<file path="src/logic/segment_lcd_defines.svh">
`ifndef SEGMENT_LCD_DEFINES_SVH
`define SEGMENT_LCD_DEFINES_SVH

// Register indices; byte address is four times the index
`define IDX_DISPLAY_CONTROL  9'h02C
`define IDX_DUTY_CLOCK       9'h02D
`define IDX_MEM_FIRST        9'h050
`define IDX_MEM_LAST_FULL    9'h06F
`define IDX_MEM_LAST_REDUCED 9'h067
`define IDX_STATUS           9'h070
`define IDX_CONTROL_SET      9'h071
`define IDX_CONTROL_CLEAR    9'h072

// Display control bit positions
`define CTL_DISPLAY_ON       0
`define CTL_POWER_SWITCH     1
`define CTL_LOW_POWER_SHOW   2
`define CTL_DIVIDER_ON       3

// Duty and clock select field positions
`define DUTY_LSB             0
`define CLOCK_LSB            2

// Reset values
`define CONTROL_RESET        4'h0
`define DUTY_CLOCK_RESET     4'h0

// Reference clock rates
`define SUBCLOCK_HZ          32768
`define REF_ZERO_FRAME_HZ    256
`define REF_ONE_FRAME_HZ     128
`define REF_TWO_OSC_DIV      256
`define REF_THREE_FACTOR     8

`endif

</file>
<file path="src/logic/segment_lcd_pkg.sv">
package segment_lcd_pkg;

    typedef enum logic [1:0] {
        duty_static  = 2'h0,
        duty_half    = 2'h1,
        duty_third   = 2'h2,
        duty_quarter = 2'h3
    } duty_type;

    typedef enum logic [1:0] {
        ref_zero  = 2'h0,
        ref_one   = 2'h1,
        ref_two   = 2'h2,
        ref_three = 2'h3
    } clock_select_type;

    // Gray along stopped -> running -> grounded
    typedef enum logic [1:0] {
        scan_stopped  = 2'b00,
        scan_running  = 2'b01,
        scan_grounded = 2'b11
    } scan_state_type;

endpackage
</file>
<file path="src/logic/lcd_scan_sequencer.sv">
`timescale 1ns/1ps
`include "segment_lcd_defines.svh"

module lcd_scan_sequencer (
    input  wire logic                              pclk,
    input  wire logic                              presetn,
    input  wire logic                              subclock_edge,
    input  wire logic                              osc_tick,
    input  wire segment_lcd_pkg::clock_select_type clock_sel,
    input  wire segment_lcd_pkg::duty_type         duty,
    input  wire logic                              force_ground,
    output logic [1:0]                             phase_reg,
    output segment_lcd_pkg::scan_state_type        state_reg
);
    import segment_lcd_pkg::*;

    localparam int SUB_DIV0 = `SUBCLOCK_HZ / `REF_ZERO_FRAME_HZ;
    localparam int SUB_DIV1 = `SUBCLOCK_HZ / `REF_ONE_FRAME_HZ;
    localparam int OSC_DIV2 = `REF_TWO_OSC_DIV;
    localparam int OSC_DIV3 = `REF_TWO_OSC_DIV * `REF_THREE_FACTOR;

    logic [7:0]     sub_cnt_reg;
    logic [10:0]    osc_cnt_reg;
    logic [1:0]     phase_next;
    scan_state_type state_next;
    logic           ref_tick;
    logic           tick0;
    logic           tick1;
    logic           tick2;
    logic           tick3;

    // Last phase index equals the duty code
    function automatic logic [1:0] last_phase(input duty_type d);
        last_phase = 2'(d);
    endfunction

    // Reference clock enables from the two dividers
    assign tick0 = subclock_edge
        && (sub_cnt_reg[6:0] == 7'(SUB_DIV0 - 1)); // RULE13
    assign tick1 = subclock_edge
        && (sub_cnt_reg == 8'(SUB_DIV1 - 1)); // RULE13
    assign tick2 = osc_tick
        && (osc_cnt_reg[7:0] == 8'(OSC_DIV2 - 1)); // RULE15
    assign tick3 = osc_tick
        && (osc_cnt_reg == 11'(OSC_DIV3 - 1)); // RULE16
    assign ref_tick = (clock_sel == ref_zero)  ? tick0 :
                      (clock_sel == ref_one)   ? tick1 :
                      (clock_sel == ref_two)   ? tick2 : tick3; // RULE12

    // Step each active common once per reference tick
    assign phase_next =
        (phase_reg >= last_phase(duty)) ? 2'h0 : phase_reg + 2'h1; // RULE14

    // Grounding parks the scan; restart is at phase zero
    always_comb begin
        state_next = state_reg;
        case (state_reg)
            scan_stopped:  if (force_ground) begin
                               state_next = scan_grounded;
                           end else if (ref_tick) begin
                               state_next = scan_running;
                           end
            scan_running:  if (force_ground) begin
                               state_next = scan_grounded;
                           end
            scan_grounded: if (!force_ground) begin
                               state_next = scan_stopped;
                           end
            default:       state_next = scan_stopped;
        endcase
    end

    // Subclock divider counts synchronized subclock edges, only on pclk edges
    always_ff @(posedge pclk or negedge presetn) begin
        if (!presetn) begin
            sub_cnt_reg <= 8'h00;
            osc_cnt_reg <= 11'h000;
        end else begin
            if (subclock_edge) begin
                sub_cnt_reg <= sub_cnt_reg + 8'h01; // RULE17
            end
            if (osc_tick) begin
                osc_cnt_reg <= osc_cnt_reg + 11'h001;
            end
        end
    end

    // Phase and scan state
    always_ff @(posedge pclk or negedge presetn) begin
        if (!presetn) begin
            state_reg <= scan_stopped;
            phase_reg <= 2'h0;
        end else begin
            state_reg <= state_next;
            if (state_next != scan_running) begin
                phase_reg <= 2'h0;
            end else if (ref_tick && state_reg == scan_running) begin
                // The tick that starts the scan shows phase zero first
                phase_reg <= phase_next; // RULE19
            end
        end
    end
endmodule

</file>
<file path="src/logic/segment_lcd_controller.sv">
`timescale 1ns/1ps
`include "segment_lcd_defines.svh"

// Behaviour
// RULE1: Display memory sits at indices 050-06F, or 050-067 when reduced.
// RULE2: Memory bit0 is common one's pixel, bit3 is common four's.
// RULE3: Written memory data reaches the segment pins with no further action.
// RULE4: Display control is a 4-bit write-only register at index 02C.
// RULE5: Single bits of display control set or clear without touching others.
// RULE6: Display off blanks all segments; on shows memory contents.
// RULE7: Power switch bit closes the internal drive switch.
// RULE8: Low-power bit off: sleep grounds all pins, opens the switch.
// RULE9: Low-power bit on: scanning continues in watch and subactive modes.
// RULE10: Divider bit connects the bias resistor chain through an enable.
// RULE11: Duty and clock register is 4-bit write-only at index 02D.
// RULE12: Upper two bits choose reference clock zero to three.
// RULE13: Static duty frames: 256 Hz on clock zero, 128 Hz on one.
// RULE14: Frame rate is static rate divided by number of commons.
// RULE15: Clock two is prescaled oscillator over 256 phase ticks.
// RULE16: Clock three runs one eighth as fast as clock two.
// RULE17: Subclock reference keeps frames running while system clock stops; here the divider counts subclock edges only on pclk edges.
// RULE18: Lower two bits: static, half, third, quarter duty.
// RULE19: Each frame steps through active commons, showing matching bits.
module segment_lcd_controller #(
    parameter int SEGMENT_COUNT = 32,
    parameter int ADDR_WIDTH    = 12
) (
    input  wire logic                     pclk,
    input  wire logic                     presetn,
    input  wire logic                     psel,
    input  wire logic                     penable,
    input  wire logic                     pwrite,
    input  wire logic [ADDR_WIDTH-1:0]    paddr,
    input  wire logic [31:0]              pwdata,
    output logic [31:0]                   prdata,
    output logic                          pready,
    output logic                          pslverr,
    input  wire logic                     subclock_pin,
    input  wire logic                     osc_tick,
    input  wire logic                     low_power_mode,
    output logic [SEGMENT_COUNT-1:0]      display_column_pin,
    output logic [3:0]                    common_select,
    output logic                          drive_ground,
    output logic                          power_switch_closed,
    output logic                          bias_divider_connect
);
    import segment_lcd_pkg::*;

    localparam int LAST_IDX = (SEGMENT_COUNT == 32)
        ? int'(`IDX_MEM_LAST_FULL) : int'(`IDX_MEM_LAST_REDUCED);

    // Only the two documented memory sizes are decoded
    if (SEGMENT_COUNT != 32 && SEGMENT_COUNT != 24) begin : gen_bad_count
        $error("SEGMENT_COUNT must be 32 or 24");
    end

    // Index bits 10..2 must exist; any bits above must read as zero
    if (ADDR_WIDTH < 11 || ADDR_WIDTH > 32) begin : gen_bad_addr
        $error("ADDR_WIDTH must be 11 to 32");
    end

    logic [3:0]               mem_reg [SEGMENT_COUNT];
    logic [3:0]               control_reg;
    logic [3:0]               control_next;
    logic [3:0]               duty_clock_reg;
    logic [3:0]               duty_clock_next;
    logic [31:0]              prdata_reg;
    logic [31:0]              prdata_next;
    logic [SEGMENT_COUNT-1:0] column_reg;
    logic [SEGMENT_COUNT-1:0] column_next;
    logic [3:0]               common_reg;
    logic [3:0]               common_next;
    logic                     ground_reg;
    logic                     switch_reg;
    logic                     divider_reg;
    logic                     sub_meta_reg;
    logic                     sub_sync_reg;
    logic                     sub_prev_reg;
    logic [1:0]               phase;
    scan_state_type           scan_state;

    wire [8:0]  reg_idx;
    wire        high_zero;
    wire        setup_phase;
    wire        access_phase;
    wire        write_strobe;
    wire        hit_control;
    wire        hit_duty;
    wire        hit_status;
    wire        hit_set;
    wire        hit_clear;
    wire        hit_mem;
    wire        mapped;
    wire [4:0]  mem_idx;
    wire        subclock_edge;
    wire        display_on;
    wire        low_power_show;
    wire        force_ground;
    wire        running;
    duty_type         duty;
    clock_select_type clock_sel;

    // APB decode; register index is the word address
    assign reg_idx      = paddr[10:2];
    assign high_zero    = (paddr >> 11) == '0;
    assign setup_phase  = psel && !penable;
    assign access_phase = psel && penable;
    assign write_strobe = access_phase && pwrite;
    assign hit_control  = high_zero
        && reg_idx == `IDX_DISPLAY_CONTROL; // RULE4
    assign hit_duty     = high_zero
        && reg_idx == `IDX_DUTY_CLOCK; // RULE11
    assign hit_status   = high_zero && reg_idx == `IDX_STATUS;
    assign hit_set      = high_zero && reg_idx == `IDX_CONTROL_SET;
    assign hit_clear    = high_zero && reg_idx == `IDX_CONTROL_CLEAR;
    assign hit_mem      = high_zero
        && reg_idx >= `IDX_MEM_FIRST
        && reg_idx <= 9'(LAST_IDX); // RULE1
    assign mem_idx      = 5'(reg_idx - `IDX_MEM_FIRST);
    assign mapped       = hit_control || hit_duty || hit_status
        || hit_set || hit_clear || hit_mem;

    // Zero-wait slave; writes to the status word are refused
    assign pready  = 1'b1;
    assign pslverr = access_phase
        && (!mapped || (pwrite && hit_status));
    assign prdata  = prdata_reg;

    // Control fields
    assign display_on     = control_reg[`CTL_DISPLAY_ON];
    assign low_power_show = control_reg[`CTL_LOW_POWER_SHOW];
    assign duty      = duty_type'(duty_clock_reg[`DUTY_LSB +: 2]); // RULE18
    assign clock_sel =
        clock_select_type'(duty_clock_reg[`CLOCK_LSB +: 2]); // RULE12

    // Sleep without low-power display grounds every pin
    assign force_ground = low_power_mode && !low_power_show; // RULE8
    assign running      = scan_state == scan_running;

    // Full write, set-alias or clear-alias on display control
    assign control_next =
        (write_strobe && hit_control) ? pwdata[3:0] :
        (write_strobe && hit_set) ? control_reg | pwdata[3:0] : // RULE5
        (write_strobe && hit_clear) ? control_reg & ~pwdata[3:0] : // RULE5
        control_reg;
    assign duty_clock_next =
        (write_strobe && hit_duty) ? pwdata[3:0] : duty_clock_reg;

    // Read data latched in setup; control words read as zero
    assign prdata_next =
        !setup_phase ? prdata_reg :
        (hit_mem ? {28'h0000000, mem_reg[mem_idx]} :
         hit_status ? {23'h000000, low_power_mode, scan_state,
                       phase, control_reg} :
         32'h00000000);

    // Subclock pin is asynchronous; edge taken after two flops
    assign subclock_edge = sub_sync_reg && !sub_prev_reg;

    always_ff @(posedge pclk or negedge presetn) begin
        if (!presetn) begin
            sub_meta_reg <= 1'b0;
            sub_sync_reg <= 1'b0;
            sub_prev_reg <= 1'b0;
        end else begin
            sub_meta_reg <= subclock_pin;
            sub_sync_reg <= sub_meta_reg;
            sub_prev_reg <= sub_sync_reg;
        end
    end

    // Reference dividers, duty stepping and grounding state
    lcd_scan_sequencer sequencer (
        .pclk          (pclk),
        .presetn       (presetn),
        .subclock_edge (subclock_edge),
        .osc_tick      (osc_tick),
        .clock_sel     (clock_sel),
        .duty          (duty),
        .force_ground  (force_ground),
        .phase_reg     (phase),
        .state_reg     (scan_state)
    );

    // Segment pin picks the memory bit of the current phase
    genvar s;
    generate
        for (s = 0; s < SEGMENT_COUNT; s++) begin : column_gen
            // Grounding clears the pins on the same edge as drive_ground
            assign column_next[s] = running && !force_ground
                && display_on // RULE6
                && mem_reg[s][phase]; // RULE2
        end
    endgenerate

    // Commons stay low while grounded or before the first tick
    assign common_next = (running && !force_ground)
        ? 4'(4'h1 << phase) : 4'h0; // RULE19

    // Registers written by software
    always_ff @(posedge pclk or negedge presetn) begin
        if (!presetn) begin
            control_reg    <= `CONTROL_RESET;
            duty_clock_reg <= `DUTY_CLOCK_RESET;
            prdata_reg     <= 32'h00000000;
        end else begin
            control_reg    <= control_next;
            duty_clock_reg <= duty_clock_next;
            prdata_reg     <= prdata_next;
        end
    end

    // Display memory; CPU port writes, scan port reads above
    always_ff @(posedge pclk or negedge presetn) begin
        if (!presetn) begin
            for (int i = 0; i < SEGMENT_COUNT; i++) begin
                mem_reg[i] <= 4'h0;
            end
        end else if (write_strobe && hit_mem) begin
            mem_reg[mem_idx] <= pwdata[3:0]; // RULE3
        end
    end

    // Pin outputs, one cycle behind their causes
    always_ff @(posedge pclk or negedge presetn) begin
        if (!presetn) begin
            column_reg  <= '0;
            common_reg  <= 4'h0;
            ground_reg  <= 1'b0;
            switch_reg  <= 1'b0;
            divider_reg <= 1'b0;
        end else begin
            column_reg  <= column_next; // RULE3
            common_reg  <= common_next; // RULE9
            ground_reg  <= force_ground; // RULE8
            switch_reg  <= control_reg[`CTL_POWER_SWITCH]
                && !force_ground; // RULE7
            divider_reg <= control_reg[`CTL_DIVIDER_ON]; // RULE10
        end
    end

    assign display_column_pin   = column_reg;
    assign common_select        = common_reg;
    assign drive_ground         = ground_reg;
    assign power_switch_closed  = switch_reg;
    assign bias_divider_connect = divider_reg;
endmodule

</file>
<file path="config.mk">
export PLATFORM = sky130hd
export DESIGN_NAME = segment_lcd_controller
export DESIGN_NICKNAME = d
export VERILOG_FILES = /design/src/logic/segment_lcd_pkg.sv /design/src/logic/lcd_scan_sequencer.sv /design/src/logic/segment_lcd_controller.sv
export VERILOG_INCLUDE_DIRS = /design/src /design/src/logic
export SDC_FILE = /design/constraint.sdc
export NUM_CORES = 1
export LEC_CHECK = 0
export BUFFER_PORTS_ARGS = -buffer_cell sky130_fd_sc_hd__buf_4
export CAP_MARGIN = 30
export CORE_ASPECT_RATIO = 0.6
export CORE_MARGIN = 10
export CORE_UTILIZATION = 53
export CTS_BUF_LIST = sky130_fd_sc_hd__clkbuf_16
export CTS_CLUSTER_SIZE = 12
export DETAILED_ROUTE_END_ITERATION = 7
export PLACE_DENSITY = 0.82
export REMOVE_ABC_BUFFERS = 1
export SYNTH_ARGS = -nofsm -noshare
export SYNTH_HDL_FRONTEND = slang
export SYNTH_HIERARCHICAL = 1
export SYNTH_SLANG_ARGS = --single-unit
export TNS_END_PERCENT = 1
</file>
<file path="constraint.sdc">
create_clock -name pclk -period 1.92 [get_ports pclk]
set_clock_uncertainty 0.05 [all_clocks]
set_input_delay 0.192 -clock pclk [delete_from_list [all_inputs] [get_ports pclk]]
set_output_delay 0.192 -clock pclk [all_outputs]
set_load 0.01 [all_outputs]
</file>
Word-level counts from Yosys, hierarchy flattened. Cells that the tools add are included.

Register bits: 233. Bits in latches: 0. Bits in writable memories: 0. ROM bits: 0. Input port bits: 52. Output and inout bits: 73. Word-level logic and storage cells: 239. Memories kept: 0.

Add/sub/neg operators: 4. Multipliers: 0. Div/mod/pow operators: 0. $lt $le $gt $ge: 6. Eq/ne operators: 14. Shift-type cells: 1. Multiplexer cells: 87. Bitwise gates (word level): 4. Reductions and logical operators: 76.

Operator list (number): $bwmux W128 (1); $bmux W1 S2 (32); $logic_and A1 B1 Y1 (60); $mux W1 (35); $mux W4 (7); $eq A9 B7 Y1 const B (3); $bmux W4 S5 (1); $demux W4 S5 (1); $eq A9 B6 Y1 const B (2); $mux W9 (2); $eq A8 B8 Y1 const B (2); $mux W2 (7); $logic_not A12 Y1 (1); $add A11 B1 Y11 const B (1); $eq A11 B11 Y1 const B (1); $ge A9 B7 Y1 const B (1); $le A9 B7 Y1 const B (1); $add A8 B1 Y8 const B (1); $eq A7 B7 Y1 const B (1); $ge A6 B6 Y1 const B (1); $logic_or A1 B1 Y1 (6); $lt A6 B1 Y1 const B (1); $not A5 Y6 (1); $pmux W2 S3 (1); other kinds (15) (22).

Depth between registers and ports, before layout. Gate-level depths: netlist of the first run.

Depth in word-level cells: 10. Depth in mapped cells: 8. Mapped depth without buffers: 6.

Hierarchy. Netlist of the first run, hierarchy kept.

Modules (own cells, without submodules): segment_lcd_controller (times used 1, cells each 690, area an instance 9321.4 um^2, seq. area each 4679.5 um^2); lcd_scan_sequencer (times used 1, cells each 97, area an instance 1123.6 um^2, seq. area each 575.6 um^2).

Worst setup path before layout of the first run. OpenSTA, ideal clock, no wires.

Path type: input to register. Start point: in paddr[6]. End point: reg mem_reg[116] (netlist bit). Library setup time: 0.125 ns. Data arrival time: 1.725 ns. Data required time: 1.745 ns. Slack: 0.020 ns. Stages: 6. Path buffers: 1. Cell sequence: buf_2 xor2_1 nand2_1 nor3b_4 nor3b_2 mux2_2.

Word-level cells in the longest chain between the ends: 7. Elaborated cells on any way between the ends: 13. Classes of those cells: add/sub: 1; order compare: 4; mux: 3; bitwise: 1; reduce/logical: 4.

RTL lines: start: declaration (line segment_lcd_controller.sv:33) `input wire logic [ADDR_WIDTH-1:0] paddr,`; $sub A5 B5 Y5 (no source line); $not A5 Y6 (implied by the code) (line segment_lcd_controller.sv:220) `mem_reg[mem_idx] <= pwdata[3:0];`; $ge A6 B6 Y1 (implied by the code) / $lt A6 B1 Y1 (equally long branches) (line segment_lcd_controller.sv:220); $logic_and A1 B1 Y1 (implied by the code) (line segment_lcd_controller.sv:220); $mux W4 (implied by the code) (line segment_lcd_controller.sv:220); $demux W4 S5 (line segment_lcd_controller.sv:220); $bwmux W128 (line segment_lcd_controller.sv:220); end signal: indexed assignment (line segment_lcd_controller.sv:220); end: declaration (line segment_lcd_controller.sv:62) `logic [3:0] mem_reg [SEGMENT_COUNT];`.

Parallel ways exist; a longest one is shown, timed or not. A chain may end at the register's enable or synchronous reset.

Worst setup path in the final report of the first run.
Start point: in paddr[9]. End point: out pslverr.

Word-level cells in the longest chain between the ends: 10. Elaborated cells on any way between the ends: 23. Classes of those cells: order compare: 2; eq/ne: 5; reduce/logical: 16.

RTL lines: branches (longest 8 deep; another with $ge A9 B7 Y1); $logic_or A1 B1 Y1 * (line segment_lcd_controller.sv:126) `&& (!mapped || (pwrite && hit_status));`; $logic_and A1 B1 Y1 * (line segment_lcd_controller.sv:126); end: declaration (line segment_lcd_controller.sv:37) `output logic pslverr,`.

Mark *: on every way between the ends.

==> results.py, run 1 <==
metrics = {
    "floorplan": {
        "die_y_um": 129,
        "core_um2": 19200,
        "start_util": 0.545,
        "die_w_um": 201,
        "die-area_um2": 25900,
        "core.rowCount": 39,
        "io-pin-count": 125,
    },
    "pwr": {
        "power_mw": 9.10,
        "leakagePower_nw": 5.86,
        "ir_worst_vdd_uv": 507,
        "power.density_nw_per_um2": 744,
    },
    "worst_setup_path": {
        "reg2reg_slack_ns": 0.11,
        "cpMaxStageDelayCell": "or4b_4",
        "crit_path_max_incr_delay_ns": 0.58,
        "path_cells": "buf_4, or4b_4, nor3_4, buf_4, a32oi_1, nor2_1, buf_4",
        "cp.arrival_ns": 1.63,
        "cp_max_fo": 4,
        "startpoint": "paddr[9]",
        "cp.required_ns": 1.68,
        "worstReg2RegStart": "sequencer/phase_reg[0]",
        "path_class": "primary input to output port",
        "crit_path_start_kind": "primary input",
        "cp-end-kind": "output port",
        "path_common_cell": "buf_4",
    },
    "clock_tree": {
        "cts_setup_buffers": 0,
        "htreeDepth": 1,
        "cts.sink_count": 210,
        "clkTransAtPathRegs_ns": 0.06,
        "clock-root-buffer": "clkbuf_16",
        "clkLatencyLatePin_ns": 0.49,
        "cts_buffer_depth": 3,
        "numCtsBuffers": 21,
        "cts_tree": "yes",
    },
    "sta": {
        "period_minus_slack_ns": 1.87,
        "fin_crit_sh": 0.974,
        "setup_violations": 0,
        "max_freq_ghz": 0.535,
        "setup_tns_ns": 0,
        "rsz0062_at_grt": "false",
        "hold_viol_final": 0,
        "finalMaxSlewViolations": 0,
    },
    "logic_synthesis": {
        "ys.flop_type": "dfrtp_1",
        "ys_ff_latch": 210,
        "yosys.area_share.adder": 0.00479,
        "synth.avg_cell_area_um2": 13.3,
        "ys_seq_area_frac": 0.503,
        "netlist_instances": 787,
        "synthArstFlopShare": 1.00,
        "synth_top_family_by_area": "multiplexers",
        "synth_edf_count": 0,
        "syn-cell-area_um2": 10400,
        "yosysUniqueCellTypes": 64,
        "muxShareOfSynthArea": 0.282,
        "yosys.area_share.simple": 0.108,
        "synth_compound_area_frac": 0.0461,
        "synth_xor_area_frac": 0.0159,
        "yosys_warnings": 6,
    },
    "place": {
        "port_buffers": 70,
        "gp_congestion": 0.951,
        "dp_hpwl_mm": 19.0,
    },
    "worst_hold_path": {
        "holdCritStartpoint": "pwdata[1]",
        "hold_path.class": "primary input to register",
    },
    "finish": {
        "largest_reg_flops": 128,
        "nFillCells": 1435,
        "syn2layout_area_growth_pct": 17.0,
        "layout.nets": 956,
        "drive_gt1_frac": 0.411,
    },
    "global_routing": {
        "grt_pass1_wl_mm": 42.8,
        "grt.total_usage": 0.208,
        "grt_max_degree": 58,
        "antenna_found_initial": 1,
        "grt_pass1_vias": 7260,
        "grt_overflow": 0,
    },
    "drt": {
        "drt_iter0_markers": 901,
        "dr.pass1.iters": 5,
        "routed_wl_mm": 27.3,
        "vias": 7164,
        "ant_nets": 0,
        "wl_per_cell_um": 23.4,
        "drc": 0,
        "via_per_inst": 6.13,
    },
    "outcome": {
        "outcome": "complete, no violations",
    },
    "flow_run": {
        "drv_cap": 0,
    },
}
==> synth_stat cells, drive strengths merged (3+ instances only) <==
cell	n	area, µm²
xor2	7	61.3
a221oi	5	43.8
nor2	40	150
nor3b	5	53.8
nor2b	7	43.8
a22o	5	43.8
ha	4	50.1
mux2i	25	250
a22oi	3	22.5
clkbuf	32	120
mux2	137	1540
a21oi	5	25.0
nand4	9	77.6
o21ai	12	60.1
o41ai	3	26.3
o22ai	3	18.8
xnor2	12	105
nor3	17	96.4
nand3	8	45.0
inv	9	33.8
nand2b	9	56.3
buf	40	259
a2111oi	4	60.1
nor4b	5	71.3
mux4	51	1150
and3	37	231
or2	4	25.0
a31oi	4	25.0
a211oi	3	22.5
or4b	3	33.8
a21bo	4	40.0
dfrtp	210	5260
nor4	6	37.5
nand2	39	146
==> metrics by stage <==
step / cell area, µm² / utilization / cells / setup WS (ns) / hold slack (ns)
after floorplan: 10100 / - / 737 / -1.04 / -0.154
after global placement: 11600 / 0.606 / 1139 / -0.133 / 0.139
after detailed placement: 11600 / 0.606 / 1139 / -0.184 / 0.138
after CTS: 12200 / 0.637 / 1168 / 0.00163 / 0.106
after global routing: 12200 / 0.637 / 1168 / 0.00534 / 0.115
final: 12200 / 0.637 / 1169 / 0.0501 / 0.133
==> what timing repair did <==
action | CTS | global route
hold buffers | 4 | 0
gates resized for setup | 2 | 2
hold endpoints to repair | 57 | 0
endpoints found under the setup margin | 1 | 2
pin swaps | 0 | 1
==> layout by cell type (no fill, tap or decap), types with 5 or more instances in the layout <==
master	count
a21oi_1	5
a221oi_1	5
a22o_1	5
and3_1	37
buf_12	9
buf_4	126
clkbuf_16	21
conb_1	24
dfrtp_1	209
inv_1	11
mux2_2	137
mux2i_1	25
mux4_2	51
nand2_1	39
nand2b_1	9
nand3_1	7
nand4_1	7
nor2_1	40
nor2b_1	7
nor3_1	16
nor4_1	6
o21ai_0	11
xnor2_1	12
xor2_1	7
==> cells by family (layout without fill, tap and decap cells) <==
kind of cell / Yosys count / after routing
buffers and inverters: 81 / 174
and+or+nand+nor: 197 / 197
muxes: 213 / 213
AOI/OAI and AO/OA: 61 / 61
xor gates and xnor gates: 19 / 19
DFF: 210 / 210
other: 2 / 25
adders and majority gates: 4 / 4
==> critical path: cells and delay by family <==
kind / cells / cell delay (ns)
simple gates: 3 / 0.95
buf+inv: 3 / 0.41
compound gates: 1 / 0.08
==> cell type report <==
cell class	instances	area (µm²)	share of cell area
clock buffer	21	526	0.0430
tap	266	333	0.0272
multi-input combinational	518	4880	0.399
antenna	1	2.50	0.000205
sequential	210	5260	0.430
clock inverter	4	15.0	0.00123
inverter	9	33.8	0.00276
timing repair buffer	140	1180	0.0965
==> power by group <==
group          internal (mW)  switching [mW]
Sequential              4.58           0.176
Clock                   1.93            1.60
Combinational          0.328           0.480
Total                   6.84            2.25
==> layer usage <==
metal	track usage	vias to the layer above	wire length, µm
met4	0.0418	0	437
met2	0.311	325	12100
met5	0	-	0
li1	-	3095	-
met1	0.300	3704	12200
met3	0.0559	40	2680
==> final timing paths <==
kind | endpoint | cells past startpoint
max reg2reg | sequencer/phase_reg[0] | 6
min | register | 2
max in group asynchronous | display_column_pin[11] | 3
max | pslverr | 7
min reg2reg | sub_sync_reg | 0
min in group asynchronous | common_select[0] | 2
(Power assumes the default switching activity.)
==> run 2, diff against run 1 <==
--- a/config.mk
+++ b/config.mk
@@ -14,6 +14,7 @@
 export CTS_BUF_LIST = sky130_fd_sc_hd__clkbuf_16
 export CTS_CLUSTER_SIZE = 12
 export DETAILED_ROUTE_END_ITERATION = 7
+export MAX_ROUTING_LAYER = met4
 export PLACE_DENSITY = 0.82
 export REMOVE_ABC_BUFFERS = 1
 export SYNTH_ARGS = -nofsm -noshare
==> results.py, run 2 (same netlist as run 1, synthesis figures left out) <==
metrics = {
    "floorplan": {
        "start_util": 0.545,
        "die-area_um2": 25900,
        "io-pin-count": 125,
        "core.rowCount": 39,
        "core_um2": 19200,
        "die_w_um": 201,
        "die_y_um": 129,
    },
    "sta": {
        "fin_crit_sh": 0.959,
        "setup_tns_ns": 0,
        "rsz0062_at_grt": "false",
        "hold_viol_final": 0,
        "max_freq_ghz": 0.543,
        "setup_violations": 0,
        "finalMaxSlewViolations": 0,
        "period_minus_slack_ns": 1.84,
    },
    "clock_tree": {
        "clkTransAtPathRegs_ns": 0.06,
        "cts_tree": "yes",
        "cts_setup_buffers": 0,
        "htreeDepth": 1,
        "clkLatencyLatePin_ns": 0.51,
        "cts.sink_count": 210,
        "clock-root-buffer": "clkbuf_16",
        "cts_buffer_depth": 3,
        "numCtsBuffers": 21,
    },
    "drt": {
        "drt_iter0_markers": 694,
        "dr.pass1.iters": 5,
        "vias": 7272,
        "wl_per_cell_um": 22.9,
        "ant_nets": 0,
        "routed_wl_mm": 26.9,
        "via_per_inst": 6.18,
        "drc": 0,
    },
    "worst_setup_path": {
        "crit_path_max_incr_delay_ns": 0.45,
        "cp.required_ns": 2.23,
        "cpMaxStageDelayCell": "a2111oi_0",
        "crit_family": "compound AO/OA/AOI/OAI gates",
        "crit_path_start_kind": "register",
        "path_cells": "inv_1, ha_1, nand2b_1, a2111oi_0, o22ai_1, o41ai_1",
        "cp.arrival_ns": 2.15,
        "path_class": "register to register",
        "cp_max_fo": 4,
        "cp-end-kind": "register",
        "path_buf_inv": 1,
    },
    "finish": {
        "final_common_cell": "dfrtp_1",
        "syn2layout_area_growth_pct": 17.5,
        "largest_reg_flops": 128,
        "layout_common_cells": "dfrtp_1 (209), mux2_2 (137), buf_4 (133)",
        "layout.nets": 962,
        "fin_area_um2": 12300,
        "drive_gt1_frac": 0.416,
    },
    "global_routing": {
        "grt_overflow": 0,
        "grt_pass1_wl_mm": 42.5,
        "antenna_found_initial": 1,
        "grt_pass1_vias": 7206,
        "grt.total_usage": 0.214,
        "grt_max_degree": 50,
    },
    "pwr": {
        "leakagePower_nw": 5.90,
        "ir_worst_vdd_uv": 503,
        "power.density_nw_per_um2": 743,
    },
    "place": {
        "gp_congestion": 0.976,
        "port_buffers": 70,
        "dpl_cell_area_um2": 11700,
        "dp_hpwl_mm": 18.9,
    },
    "flow_run": {
        "drv_cap": 0,
    },
    "worst_hold_path": {
        "hold_path.class": "primary input to register",
    },
    "outcome": {
        "outcome": "complete, no violations",
    },
}
## run 2: changes by cell type in the layout (fill, tap and decap cells not counted), sizes merged
cell	previous run	this run
buf	135	141
inv	11	14
clkinv	2	1
## run 2: worst paths after layout
check                                             from                  endpoint  slack, ns  cells after the start
worst max-delay path            sequencer/phase_reg[0]    sequencer/phase_reg[0]       0.08                      6
worst min-delay path                         pwdata[1]               mem_reg[77]       0.11                      2
worst max register to register  sequencer/phase_reg[0]    sequencer/phase_reg[0]       0.08                      6
worst min register to register            sub_meta_reg              sub_sync_reg       0.30                      0
max in group asynchronous                      presetn     display_column_pin[0]       1.06                      3
min in group asynchronous                      presetn  sequencer/osc_cnt_reg[5]       0.14                      2
## run 2: layout make-up
class                      instances  area, µm²
sequential                       210       5260
multi-input combinational        518       4880
timing repair buffer             146       1210
antenna                            1       2.50
inverter                           9       33.8
fill                            1409       6910
clock buffer                      21        526
tap                              266        333
clock inverter                     6       28.8
## run 2: repair_timing
action,4_1_cts,5_1_grt
resized for setup,2,1
setup endpoints to repair,1,1
hold buffers,4,0
hold endpoints to repair,215,0
pin swaps,0,2
cloned,0,0
## run 2: per-stage QoR
stage | total power [mW] | worst slack [ns] | std cells | utilization | hold slack [ns]
floorplan | 5.15 | -1.04 | 737 | - | -0.154
global route | 9.43 | 0.0133 | 1177 | 0.640 | 0.0982
detailed placement | 5.61 | -0.158 | 1145 | 0.608 | 0.101
CTS | 9.17 | 0.00199 | 1176 | 0.639 | 0.0801
finish | 9.12 | 0.0790 | 1177 | 0.640 | 0.110
global placement | 5.58 | -0.135 | 1145 | 0.608 | 0.103
## run 2: power breakdown
group / switching (mW) / internal (mW) / total (mW)
registers: 0.169 / 4.58 / 4.75
logic: 0.470 / 0.330 / 0.799
clock network: 1.62 / 1.95 / 3.57
total: 2.26 / 6.86 / 9.12
## run 2: layer usage
metal / wire length, µm / vias up / track usage / share of wire
met5: 0 / - / - / 0
met4: 514 / 0 / 0.0414 / 0.019
met3: 2560 / 53 / 0.0496 / 0.095
met2: 11600 / 371 / 0.307 / 0.43
met1: 12200 / 3733 / 0.305 / 0.45
li1: - / 3115 / - / -
